`config.mk`:
```
export PLATFORM = sky130hd
export DESIGN_NAME = ast_top
export DESIGN_NICKNAME = d
export VERILOG_FILES = /design/src/ast_pkg.sv /design/src/ast_top.sv
export SDC_FILE = /design/constraint.sdc
export NUM_CORES = 1
export LEC_CHECK = 0
export BUFFER_PORTS_ARGS = -buffer_cell sky130_fd_sc_hd__buf_2
export CAP_MARGIN = 10
export CORE_MARGIN = 10
export CORE_UTILIZATION = 51
export DETAILED_ROUTE_END_ITERATION = 10
export HOLD_SLACK_MARGIN = 0.06
export PLACE_DENSITY_LB_ADDON = 0.3
export SLEW_MARGIN = 40
export SYNTH_ARGS = -nofsm -noshare
export SYNTH_HDL_FRONTEND = slang
export SYNTH_SLANG_ARGS = --single-unit
```
`constraint.sdc`:
```
create_clock -name I_CLK_SYS -period 85.9 [get_ports I_CLK_SYS]
set_input_delay 0 -clock I_CLK_SYS [delete_from_list [all_inputs] [get_ports I_CLK_SYS]]
set_output_delay 0 -clock I_CLK_SYS [all_outputs]
set_load 0.03 [all_outputs]
```
`src/ast_pkg.sv`:
```
// Constants, register map and state types of the asynchronous serial transceiver
package ast_pkg;
    localparam int CLK_HZ = 10_000_000;
    localparam int BAUD_MIN = 1200;
    localparam int OVERSAMPLE = 16;
    localparam int DIV_W = 10;
    localparam logic [3:0] TICK_LAST = 4'hF;
    localparam logic [3:0] TICK_V0 = 4'h7;
    localparam logic [3:0] TICK_V1 = 4'h8;
    localparam logic [3:0] TICK_DECIDE = 4'h9;
    // Register indices; byte address is four times the index
    localparam logic [5:0] IDX_CTL1 = 6'h05;
    localparam logic [5:0] IDX_CTL2 = 6'h06;
    localparam logic [5:0] IDX_STAT = 6'h07;
    localparam logic [5:0] IDX_RXD = 6'h08;
    localparam logic [5:0] IDX_TXD = 6'h09;
    localparam logic [5:0] IDX_FLAG = 6'h0F;
    localparam logic [5:0] IDX_MASK = 6'h10;
    // Field positions
    localparam int C1_TX9 = 7;
    localparam int C1_MODE = 5;
    localparam int C1_BAUD = 2;
    localparam int C1_TBE = 1;
    localparam int C1_TXE = 0;
    localparam int C2_INV = 3;
    localparam logic [7:0] C2_MASK = 8'h38;
    localparam int ST_RX9 = 7;
    localparam int ST_EVEN = 6;
    localparam int ST_PEN = 5;
    localparam int ST_PERR = 4;
    localparam int ST_OERR = 3;
    localparam int ST_FERR = 2;
    localparam int ST_RBF = 1;
    localparam int ST_RXE = 0;
    localparam int FL_SHIFT = 4;
    localparam int FL_TBE = 0;
    localparam int FL_RBF = 1;
    localparam int FL_ERR = 2;
    localparam logic [1:0] MODE_9BIT = 2'h3;
    localparam logic [1:0] MODE_8BIT = 2'h2;
    localparam logic [3:0] NBITS_7 = 4'h7;
    localparam logic [3:0] NBITS_8 = 4'h8;
    localparam logic [3:0] NBITS_9 = 4'h9;
    localparam logic [1:0] RESP_OKAY = 2'h0;
    localparam logic [1:0] RESP_SLVERR = 2'h2;

    typedef enum logic [2:0] {
        AST_IDLE = 3'h0,
        AST_START = 3'h1,
        AST_DATA = 3'h3,
        AST_PAR = 3'h2,
        AST_STOP = 3'h6
    } ast_ser_t;

    typedef struct packed {
        logic awrdy;
        logic aw_ok;
        logic [5:0] aw_idx;
        logic wrdy;
        logic w_ok;
        logic [7:0] w_data;
        logic w_en;
        logic bvalid;
        logic [1:0] bresp;
        logic arrdy;
        logic rvalid;
        logic [7:0] rdata;
        logic [1:0] rresp;
    } ast_bus_t;

    typedef struct packed {
        ast_ser_t state;
        logic [DIV_W-1:0] div;
        logic [3:0] tick;
        logic [3:0] nbit;
        logic [8:0] shift;
        logic line;
    } ast_tx_t;

    typedef struct packed {
        ast_ser_t state;
        logic [2:0] sync;
        logic lvl;
        logic prev;
        logic [DIV_W-1:0] div;
        logic [3:0] tick;
        logic [3:0] nbit;
        logic [1:0] ones;
        logic [8:0] shift;
        logic par;
    } ast_rx_t;

    typedef struct packed {
        ast_bus_t bus;
        logic [7:0] ctl1;
        logic [7:0] ctl2;
        logic [7:0] stat;
        logic [7:0] rx_data;
        logic [8:0] tx_hold;
        logic [2:0] flags;
        logic [2:0] mask;
        ast_tx_t tx;
        ast_rx_t rx;
        logic tx_pin;
        logic irq;
    } ast_state_t;

    // Oversampling divisor; baud doubles with each select step
    function automatic logic [DIV_W-1:0] baud_div(input logic [2:0] sel);
        int d;
        d = CLK_HZ / ((BAUD_MIN << sel) * OVERSAMPLE) - 1;
        return DIV_W'(d);
    endfunction

    function automatic logic [3:0] data_bits(input logic [1:0] mode);
        return (mode == MODE_9BIT) ? NBITS_9 : ((mode == MODE_8BIT) ? NBITS_8 : NBITS_7);
    endfunction
endpackage

```
`src/ast_top.sv`:
```
// Asynchronous serial transceiver with AXI4-Lite register slave
// Contract
// RL1 - Line idles high; each character starts with a drop to low.
// RL2 - Frame: low start, data LSB first, optional parity, high stop.
// RL3 - Start accepted only when two of three mid-bit samples read zero.
// RL4 - Modes: 7 bits, 8 bits with optional parity; 9-bit mode never has parity.
// RL5 - Transmitter shifts 7, 8 or 9 data bits, LSB first.
// RL6 - Ninth transmit bit from control field; ninth receive bit into status.
// RL7 - Transmit only while enabled; data write sets buffer flag, then sends.
// RL8 - One parity bit, odd or even per parity-select bit.
// RL9 - One high stop bit, then line held high until next start.
// RL10 - After stop bit set transmit-empty flag; interrupt if enabled.
// RL11 - Receive only while receive enable set; then watch for start bits.
// RL12 - Receiver shifts data LSB first, then takes parity and stop.
// RL13 - Each received character sets receive-full flag and buffer-full bit.
// RL14 - Parity error when ones count disagrees with selected sense.
// RL15 - Framing error unless start sampled 0 and stop sampled 1.
// RL16 - Overrun when new character arrives while buffer-full still set.
// RL17 - Failed check sets its error bit and error flag; interrupt if enabled.
// RL18 - Software clears error bits; left set, error flag rises again next char.
// RL19 - Reading receive data clears buffer-full bit.
// RL20 - Baud generator for both directions, rate from 3-bit select field.
// RL21 - Independent, double-buffered transmit and receive paths.
// RL22 - Bit period divides system clock; receive count restarts at start.
//
// Register access over AXI4-Lite is this design's own decision.
`timescale 1ns/1ps
`default_nettype none
module ast_top
    import ast_pkg::*;
(
    input wire logic I_CLK_SYS,
    input wire logic I_NRST,
    input wire logic [7:0] I_AXI_AWADDR,
    input wire logic I_AXI_AWVALID,
    output logic O_AXI_AWREADY,
    input wire logic [31:0] I_AXI_WDATA,
    input wire logic [3:0] I_AXI_WSTRB,
    input wire logic I_AXI_WVALID,
    output logic O_AXI_WREADY,
    output logic [1:0] O_AXI_BRESP,
    output logic O_AXI_BVALID,
    input wire logic I_AXI_BREADY,
    input wire logic [7:0] I_AXI_ARADDR,
    input wire logic I_AXI_ARVALID,
    output logic O_AXI_ARREADY,
    output logic [31:0] O_AXI_RDATA,
    output logic [1:0] O_AXI_RRESP,
    output logic O_AXI_RVALID,
    input wire logic I_AXI_RREADY,
    input wire logic I_RX,
    output logic O_TX,
    output logic O_IRQ
);
    ast_state_t st;
    ast_state_t next_st;

    logic rx_s;
    logic vote;
    logic rx_done;
    logic rx_load;
    logic rd_rxd;
    logic tx_tick;
    logic rx_tick;
    logic tx_bit_end;
    logic [3:0] nbits;
    logic par_on;
    logic [8:0] rx_word;

    assign nbits = data_bits(st.ctl1[C1_MODE+:2]);
    assign par_on = st.stat[ST_PEN] && (st.ctl1[C1_MODE+:2] != MODE_9BIT); // RL4
    assign rx_s = st.rx.lvl ^ st.ctl2[C2_INV];
    assign tx_tick = (st.tx.div == baud_div(st.ctl1[C1_BAUD+:3])); // RL20
    assign rx_tick = (st.rx.div == baud_div(st.ctl1[C1_BAUD+:3]));
    assign tx_bit_end = tx_tick && (st.tx.tick == TICK_LAST);
    // Majority of samples 7, 8 and the one at 9
    assign vote = (2'(st.rx.ones) + 2'(rx_s)) >= 2'h2; // RL3
    assign rx_done = rx_tick && (st.rx.tick == TICK_DECIDE) && (st.rx.state == AST_STOP);
    assign rx_load = rx_done && !st.stat[ST_RBF]; // RL16
    assign rd_rxd = I_AXI_ARVALID && st.bus.arrdy && (I_AXI_ARADDR[7:2] == IDX_RXD);
    assign rx_word = st.rx.shift >> (NBITS_9 - nbits);

    always_comb begin
        logic wr;
        logic [7:0] rd;
        logic [5:0] ridx;
        logic perr;
        logic ferr;
        logic oerr;
        wr = 1'b0;
        rd = 8'h00;
        ridx = I_AXI_ARADDR[7:2];
        perr = 1'b0;
        ferr = 1'b0;
        oerr = 1'b0;
        next_st = st;

        // Write channel: address and data in either order
        if (I_AXI_AWVALID && st.bus.awrdy) begin
            next_st.bus.aw_ok = 1'b1;
            next_st.bus.aw_idx = I_AXI_AWADDR[7:2];
        end
        if (I_AXI_WVALID && st.bus.wrdy) begin
            next_st.bus.w_ok = 1'b1;
            next_st.bus.w_data = I_AXI_WDATA[7:0];
            next_st.bus.w_en = I_AXI_WSTRB[0];
        end
        if (I_AXI_BREADY && st.bus.bvalid) begin
            next_st.bus.bvalid = 1'b0;
        end
        if (st.bus.aw_ok && st.bus.w_ok && !st.bus.bvalid) begin
            wr = st.bus.w_en;
            next_st.bus.aw_ok = 1'b0;
            next_st.bus.w_ok = 1'b0;
            next_st.bus.bvalid = 1'b1;
            next_st.bus.bresp = RESP_OKAY;
            unique case (st.bus.aw_idx)
                IDX_CTL1, IDX_CTL2, IDX_STAT, IDX_RXD, IDX_TXD, IDX_FLAG, IDX_MASK: begin
                end
                default: next_st.bus.bresp = RESP_SLVERR;
            endcase
        end
        if (wr) begin
            unique case (st.bus.aw_idx)
                // Buffer flag is hardware-owned; software cannot set or clear it
                IDX_CTL1: next_st.ctl1 = {st.bus.w_data[7:2], st.ctl1[C1_TBE], st.bus.w_data[0]};
                IDX_CTL2: next_st.ctl2 = st.bus.w_data & C2_MASK;
                IDX_STAT: next_st.stat = {st.bus.w_data[7:2], st.stat[ST_RBF], st.bus.w_data[0]};
                IDX_TXD: begin
                    next_st.tx_hold = {st.ctl1[C1_TX9], st.bus.w_data}; // RL6
                    next_st.ctl1[C1_TBE] = 1'b1; // RL7
                end
                IDX_FLAG: next_st.flags = st.bus.w_data[FL_SHIFT+:3];
                IDX_MASK: next_st.mask = st.bus.w_data[FL_SHIFT+:3];
                default: begin
                end
            endcase
        end
        next_st.ctl1[C1_TBE] = next_st.ctl1[C1_TBE] | (wr && st.bus.aw_idx == IDX_TXD);

        // Read channel
        if (I_AXI_RREADY && st.bus.rvalid) begin
            next_st.bus.rvalid = 1'b0;
        end
        if (I_AXI_ARVALID && st.bus.arrdy) begin
            next_st.bus.rvalid = 1'b1;
            next_st.bus.rresp = RESP_OKAY;
            unique case (ridx)
                IDX_CTL1: rd = st.ctl1;
                IDX_CTL2: rd = st.ctl2;
                IDX_STAT: rd = st.stat;
                IDX_RXD: rd = st.rx_data;
                IDX_TXD: rd = 8'h00;
                IDX_FLAG: rd = {1'b0, st.flags, 4'h0};
                IDX_MASK: rd = {1'b0, st.mask, 4'h0};
                default: next_st.bus.rresp = RESP_SLVERR;
            endcase
            next_st.bus.rdata = rd;
        end
        if (rd_rxd) begin
            next_st.stat[ST_RBF] = 1'b0; // RL19
        end

        // Transmitter: free-running divider
        next_st.tx.div = tx_tick ? '0 : st.tx.div + 1'b1; // RL22
        if (tx_tick) begin
            next_st.tx.tick = st.tx.tick + 1'b1;
        end
        unique case (st.tx.state)
            AST_IDLE: begin
                next_st.tx.line = 1'b1; // RL1
                if (st.ctl1[C1_TXE] && st.ctl1[C1_TBE] && tx_tick) begin // RL7
                    // Unused upper bits cleared so the rotated word carries only data
                    next_st.tx.shift = rx_par_src(st.tx_hold, nbits); // RL21
                    next_st.ctl1[C1_TBE] = next_st.ctl1[C1_TBE] & wr & (st.bus.aw_idx == IDX_TXD);
                    next_st.tx.state = AST_START;
                    next_st.tx.tick = '0;
                    next_st.tx.line = 1'b0; // RL2
                end
            end
            AST_START: if (tx_bit_end) begin
                next_st.tx.state = AST_DATA;
                next_st.tx.nbit = '0;
                next_st.tx.line = st.tx.shift[0];
            end
            AST_DATA: if (tx_bit_end) begin
                // Rotate, not shift: parity at the last data bit is taken over the whole word
                next_st.tx.shift = {st.tx.shift[0], st.tx.shift[8:1]}; // RL5
                next_st.tx.nbit = st.tx.nbit + 1'b1;
                if (st.tx.nbit + 1'b1 == nbits) begin
                    next_st.tx.state = par_on ? AST_PAR : AST_STOP;
                    // Even sense: bit makes total ones even
                    next_st.tx.line = par_on ? (^st.tx.shift ^ !st.stat[ST_EVEN]) : 1'b1; // RL8
                end else begin
                    next_st.tx.line = st.tx.shift[1];
                end
            end
            AST_PAR: if (tx_bit_end) begin
                next_st.tx.state = AST_STOP;
                next_st.tx.line = 1'b1; // RL9
            end
            AST_STOP: if (tx_bit_end) begin
                next_st.tx.state = AST_IDLE;
                next_st.flags[FL_TBE] = 1'b1; // RL10
            end
            default: next_st.tx.state = AST_IDLE;
        endcase

        // Receiver: three-stage pin synchroniser, agreement of last two
        next_st.rx.sync = {st.rx.sync[1:0], I_RX};
        if (st.rx.sync[1] == st.rx.sync[2]) begin
            next_st.rx.lvl = st.rx.sync[2];
        end
        next_st.rx.prev = rx_s;
        next_st.rx.div = rx_tick ? '0 : st.rx.div + 1'b1;
        if (rx_tick) begin
            next_st.rx.tick = st.rx.tick + 1'b1;
            if (st.rx.tick == TICK_V0 || st.rx.tick == TICK_V1) begin
                next_st.rx.ones = st.rx.ones + 2'(rx_s);
            end
            if (st.rx.tick == TICK_DECIDE) begin
                next_st.rx.ones = '0;
            end
        end
        unique case (st.rx.state)
            AST_IDLE: if (st.stat[ST_RXE] && st.rx.prev && !rx_s) begin // RL11
                next_st.rx.state = AST_START;
                next_st.rx.div = '0; // RL22
                next_st.rx.tick = '0;
                next_st.rx.ones = '0;
                next_st.rx.nbit = '0;
            end
            AST_START: if (rx_tick && st.rx.tick == TICK_DECIDE && vote) begin
                next_st.rx.state = AST_IDLE; // RL3
            end else if (rx_tick && st.rx.tick == TICK_LAST) begin
                next_st.rx.state = AST_DATA;
            end
            AST_DATA: begin
                if (rx_tick && st.rx.tick == TICK_DECIDE) begin
                    next_st.rx.shift = {vote, st.rx.shift[8:1]}; // RL12
                    next_st.rx.nbit = st.rx.nbit + 1'b1;
                end
                if (rx_tick && st.rx.tick == TICK_LAST && st.rx.nbit == nbits) begin
                    next_st.rx.state = par_on ? AST_PAR : AST_STOP;
                end
            end
            AST_PAR: begin
                if (rx_tick && st.rx.tick == TICK_DECIDE) begin
                    next_st.rx.par = vote;
                end
                if (rx_tick && st.rx.tick == TICK_LAST) begin
                    next_st.rx.state = AST_STOP;
                end
            end
            AST_STOP: if (rx_done) begin
                // Finish at mid stop bit so a back-to-back start edge is seen
                next_st.rx.state = AST_IDLE;
                ferr = !vote; // RL15
                perr = par_on && (^rx_word ^ st.rx.par ^ !st.stat[ST_EVEN]); // RL14
                oerr = st.stat[ST_RBF]; // RL16
            end
            default: next_st.rx.state = AST_IDLE;
        endcase
        if (rx_load) begin
            next_st.rx_data = rx_word[7:0];
            next_st.stat[ST_RX9] = rx_word[8] & (nbits == NBITS_9); // RL6
        end
        if (rx_done) begin
            next_st.stat[ST_RBF] = 1'b1; // RL13
            next_st.flags[FL_RBF] = 1'b1; // RL13
            next_st.stat[ST_PERR] = next_st.stat[ST_PERR] | perr; // RL17
            next_st.stat[ST_OERR] = next_st.stat[ST_OERR] | oerr; // RL17
            next_st.stat[ST_FERR] = next_st.stat[ST_FERR] | ferr; // RL17
            // Stale error bits re-raise the flag on every character
            if (perr || oerr || ferr || st.stat[ST_PERR] || st.stat[ST_OERR] ||
                st.stat[ST_FERR]) begin
                next_st.flags[FL_ERR] = 1'b1; // RL18
            end
        end

        next_st.bus.awrdy = !next_st.bus.aw_ok;
        next_st.bus.wrdy = !next_st.bus.w_ok;
        next_st.bus.arrdy = !next_st.bus.rvalid;
        next_st.tx_pin = next_st.tx.line ^ next_st.ctl2[C2_INV];
        next_st.irq = |(next_st.flags & next_st.mask); // RL17
    end

    // Data bits of the held word used for parity
    function automatic logic [8:0] rx_par_src(input logic [8:0] w, input logic [3:0] n);
        return w & ~(9'h1FF << n);
    endfunction

    always_ff @(posedge I_CLK_SYS or negedge I_NRST) begin
        if (!I_NRST) begin
            st <= '0;
            st.tx.line <= 1'b1;
            st.tx_pin <= 1'b1;
            st.rx.sync <= 3'h7;
            st.rx.lvl <= 1'b1;
            st.rx.prev <= 1'b1;
        end else begin
            st <= next_st;
        end
    end

    assign O_AXI_AWREADY = st.bus.awrdy;
    assign O_AXI_WREADY = st.bus.wrdy;
    assign O_AXI_BVALID = st.bus.bvalid;
    assign O_AXI_BRESP = st.bus.bresp;
    assign O_AXI_ARREADY = st.bus.arrdy;
    assign O_AXI_RVALID = st.bus.rvalid;
    assign O_AXI_RRESP = st.bus.rresp;
    assign O_AXI_RDATA = {24'h000000, st.bus.rdata};
    assign O_TX = st.tx_pin;
    assign O_IRQ = st.irq;
endmodule
`default_nettype wire

```
==> results.toml, run 1 <==
[synthesis]
syn-instance-count = 2807
synth_fa_ha_area_share_pct = 12.6
synth_edf_count = 0
synth-compound-area-share_pct = 28.7
async_flop_share_pct = 100
synth_flop_cell = "dfrtp_1"
yosys_warnings = 0
synth.avg_cell_area_sq_um = 7.83
synth-simple-area-share_pct = 20.9
synth_seq_cells = 145
synth_seq_area_share_pct = 16.5
synth_top_family_by_area = "compound AO/OA/AOI/OAI gates"
synthMuxAreaShare_pct = 7.71
synthXorXnorAreaFrac_pct = 8.41
syn_area_sq_um = 22000
synth.distinct_cells = 127

[floorplanning]
die_w_um = 228
initial_core_util_pct = 51.9
rows = 75
core_sq_um = 42300
die_h_um = 228
die_area_sq_um = 51800
boundaryPins = 103

[timing]
setup_tns_ps = 0
worstMarginPinSlew_ps = 898
max_freq_mhz = 18.1
hold_ws_ps = 128
skew_ps = 5.75
rsz0062_at_grt = "no"
fin_crit_sh_pct = 64.2
slew_viol_final = 0
setup_viol = 0
min_period_ps = 55110
finalHoldViolCount = 0
slew_headroom_pct = 40.0

[cells_and_area]
final_cell_area_sq_um = 23400
fillers = 3950
drive_gt1_share_pct = 10.9
area_growth_pct = 6.55
final_nets = 3100
antenna_cells = 0
multi_input_area_sq_um = 17400
stdcell_count = 3411
seqCellArea_sq_um = 3640

[worst_setup_path]
critPathLaunchType = "flip-flop"
cp_max_fo = 49
endpoint_kind = "flip-flop"
crit_buf_inv = 13
required_ps = 86190
cpLargestDelayFamily = "compound AO/OA/AOI/OAI gates"
arrival_ps = 55400
cpMostUsedCell = "ha_1"
worst_path_max_delay_cell = "a211oi_1"
cp_slowest_stage_delay_ps = 740
worst-setup-path-type = "reg2reg"

[global_routing]
grt_pass1_vias = 21053
antenna_found_initial = 1
grtUsageTotal_pct = 26.3
grt_max_degree = 81
overflow = 0
grt_first_pass_wirelength_um = 111000

[clock_network]
clk_latency_ps = 420
cts_resized = 0
cts_buffer_depth = 2
cts_hold_buffers = 21
clkSinkCount = 145
tritoncts = "yes"
root_buffer = "clkbuf_16"
post-cts-setup-buffers = 0
clk_pin_slew_ps = 60
cts_made_buffers = 17
cts_max_level = 4

[placed_design]
routabilityCongestion = 0.976
hpwl_um = 52500
placedCellCount = 3357
post_dp_cell_area_sq_um = 22600
io_buffers = 45

[route]
drc = 0
routed_wl_um = 69300
drt_iter0_drc = 1789
viasPerCell = 6.43
postRouteAntennaNets = 0
first_pass_iters = 6
wire_per_inst_um = 20.3
num_vias = 21933

[job]
cap_violations = 0

[outcome]
status = "finished clean"

[hold_path]
hold_class = "in2async"
## sequential cells by signal, summed over array words and instances (netlist names)
signal         flops
st               126
O_AXI_RDATA        8
next_st            2
O_AXI_ARREADY      1
O_AXI_AWREADY      1
O_AXI_BRESP        1
O_AXI_BVALID       1
O_AXI_RRESP        1
O_AXI_RVALID       1
O_AXI_WREADY       1
O_IRQ              1
O_TX               1
## layer usage
layer  track usage (%)  part of all wire, %
met1              33.3                   42
met4              10.8                  3.9
met2              44.4                   47
met5                 0                    0
met3              3.17                  6.9
## path summary, 6_finish.rpt
check | from | to | slack [ps] | cells past startpoint
max | st[113] | st[44] | 30790 | 203
max reg2reg | st[113] | st[44] | 30790 | 203
max in group asynchronous | I_NRST | st[116] | 84570 | 3
min reg2reg | next_st[35] | next_st[36] | 350 | 0
min | I_NRST | st[29] | 130 | 2
min in group I_CLK_SYS | I_AXI_AWVALID | st[147] | 150 | 4
## worst register-to-register path: cells and delay by family, from the launching register on
family / cells / cell delay (ps)
AOI/OAI and AO/OA: 101 / 27210
and+or+nand+nor: 55 / 12800
muxes: 9 / 3590
DFF: 1 / 390
xor gates and xnor gates: 1 / 340
buffers and inverters: 13 / 2480
adders and majority gates: 24 / 8200
## final cells by class
cell class	count	share of cell area [%]
inverter	107	1.72
tap	577	3.08
multi-input combinational	2452	74.3
timing repair buffer	98	2.92
clock inverter	13	0.636
clock buffer	19	1.85
sequential	145	15.5
## synthesized netlist by cell type (all sizes together) (65+ instances only)
cell / instances / share of area [%]
buf: 72 / 2.3
dfrtp: 138 / 16
xnor2: 124 / 5.0
inv: 107 / 1.8
nand3: 65 / 1.5
mux2: 91 / 4.7
a21o: 79 / 2.7
a21oi: 240 / 5.6
nand2: 252 / 4.3
o21ai: 212 / 4.9
ha: 218 / 12
xor2: 81 / 3.2
mux2i: 65 / 3.0
nor2: 236 / 4.2
## cells in the final DEF (no fill, tap or decap), types with 30 or more instances in the layout
master / count
ha_1: 217
mux2i_1: 62
buf_2: 45
buf_4: 30
nand2b_1: 55
nand3_1: 65
mux2_2: 76
nand4_1: 32
a21oi_1: 233
o21ai_0: 196
inv_1: 103
nand2_1: 252
xor2_1: 81
nor2_1: 230
xnor2_1: 123
o21a_1: 51
a21o_1: 79
a211oi_1: 35
nor3_1: 53
nor2b_1: 46
dfrtp_1: 136
## cell families after synthesis
logic type	Yosys count
xor gates and xnor gates	207
and+or+nand+nor	917
muxes	156
buffers and inverters	235
other	1
DFF	145
AOI/OAI and AO/OA	924
adders and majority gates	222
## per-stage QoR
stage / utilization [%] / setup WS (ps)
CTS: 55.2 / 31760
finish: 55.3 / 30790
detailed placement: 53.4 / 31890
global placement: 53.3 / 32220
floorplan: - / 41590
global route: 55.3 / 27220
Power of run 1 is left out: the tool's default activity adds up to more than one toggle a clock period on the data nets, which glitch-free logic cannot reach.
==> inputs of run 2 (changes only) <==
clock period = 51.8 ns   (was 85.9 ns; I/O delays follow)
==> run 2 against run 1 <==
Net effect: first-iteration DRC count is 12% higher; cell area is 1.2% higher; via count is 1.1% higher; core utilization is 0.68 points higher; clock skew is 7.4 ps higher; die area stayed put; setup slack worse by 28000 ps; sequential share of layout area is 0.18 points lower; critical path depth is 13 higher; critical endpoint is now st[8].
==> results.toml, run 2 (same netlist as run 1, synthesis figures left out) <==
[outcome]
status = "finished clean"

[route]
postRouteAntennaNets = 0
wire_per_inst_um = 20.7
drt_iter0_drc = 2003
viasPerCell = 6.45
num_vias = 22170
routed_wl_um = 71000
drc = 0
first_pass_iters = 5

[worst_setup_path]
r2r_slack_ps = 3170
required_ps = 52080
reg2reg_from = "st[113]"
cp-startpoint = "st[113]"
endpoint_kind = "flip-flop"
worst_path_max_delay_cell = "or4_4"
reg2reg_to = "st[8]"
r2r_cells = 216
arrival_ps = 48910
cp_slowest_stage_delay_ps = 670
critPathLaunchType = "flip-flop"
worst-setup-path-type = "reg2reg"
cpMostUsedCell = "a21oi_1"
cp_max_fo = 21

[floorplanning]
die_area_sq_um = 51800
rows = 75
die_h_um = 228
boundaryPins = 103
die_w_um = 228
core_sq_um = 42300
initial_core_util_pct = 51.9

[timing]
skew_ps = 13.1
setup_viol = 0
max_freq_mhz = 20.6
fin_crit_sh_pct = 93.9
setup_tns_ps = 0
slew_headroom_pct = 42.8
rsz0062_at_grt = "no"
min_period_ps = 48630
finalHoldViolCount = 0
worstMarginPinSlew_ps = 851
slew_viol_final = 0

[cells_and_area]
layout_commonest_cell = "nand2_1"
multi_input_area_sq_um = 17500
largest_reg_flops = 126
fillers = 3906
final_cell_mix = "251 x nand2_1, 232 x a21oi_1, 230 x nor2_1"
seqCellArea_sq_um = 3640
final_nets = 3126
area_growth_pct = 7.87
regMostFlops = "st"
drive_gt1_share_pct = 12.3

[clock_network]
clk_latency_ps = 410
cts_buffer_depth = 2
root_buffer = "clkbuf_16"
cts_made_buffers = 17
clkSinkCount = 145
cts_max_level = 4
tritoncts = "yes"
clk_pin_slew_ps = 60

[placed_design]
routabilityCongestion = 1.01
io_buffers = 45
hpwl_um = 54000

[global_routing]
grt_first_pass_wirelength_um = 112000
grtUsageTotal_pct = 26.6
overflow = 0
grt_max_degree = 92
grt_pass1_vias = 21450
antenna_found_initial = 0

[job]
cap_violations = 0

[hold_path]
min_to = "O_AXI_RDATA[4]"
whs_path_depth = 4
worstHoldStart = "I_AXI_ARADDR[2]"
hold_class = "in2reg"
## run 2: repair_timing
item / in CTS / in global routing
hold buffers: 21 / 0
hold endpoints to repair: 107 / 0
gates resized for setup: 0 / 26
buffers inserted: 0 / 3
setup endpoints to repair: 0 / 83
## run 2: critical path, delay by kind of cell, from the launching register on
family                   cells  cell delay (ps)
AO/OA/AOI/OAI              104            22990
XOR/XNOR                     2              310
adder cells (fa/ha/maj)     25             7890
buffers and inverters       20             3190
flip-flops                   1              390
multiplexers                 8             2530
AND/OR/NAND/NOR             57            11040
## run 2: area by class of cell
class,instances,share of cell area [%]
multi-input cells,2452,73.7
inverters,107,1.69
well taps,577,3.05
flip-flops and latches,145,15.4
repair buffers,124,3.71
clock buffers,19,1.87
diodes,1,0.0106
clock inverters,13,0.623
## run 2: through the flow
| step | setup slack, ps | hold WS (ps) | cells | util [%] | area (sq um) |
|---|---|---|---|---|---|
| finish | 3170 | 146 | 3438 | 56.0 | 23700 |
| global placement | 2870 | 107 | 3381 | 53.8 | 22800 |
| CTS | 1690 | 137 | 3434 | 55.6 | 23600 |
| detailed placement | 1920 | 107 | 3381 | 53.8 | 22800 |
| floorplan | 7490 | -296 | 2832 | - | 22100 |
| global route | 24.1 | 168 | 3437 | 56.0 | 23700 |
## run 2: worst max-delay path by stage
stage	endpoint	slack, ps	cells past startpoint
3_5_place_dp	st[93]	1920	209
3_3_place_gp	st[87]	2870	210
5_1_grt	st[7]	20	218
4_1_cts	st[92]	1690	209
2_1_floorplan	st[52]	7490	221
6_report	st[8]	3170	216
## run 2: layer usage
metal	GRT usage (%)	up-vias	share of wire (%)	wire, um
met5	0	-	0	0
met4	12.1	0	4.2	2960
met3	3.62	207	7.1	5070
met2	44.4	889	47	33300
met1	33.3	10626	42	29700
li1	-	10448	-	-
Power of run 2 is left out for the same reason.
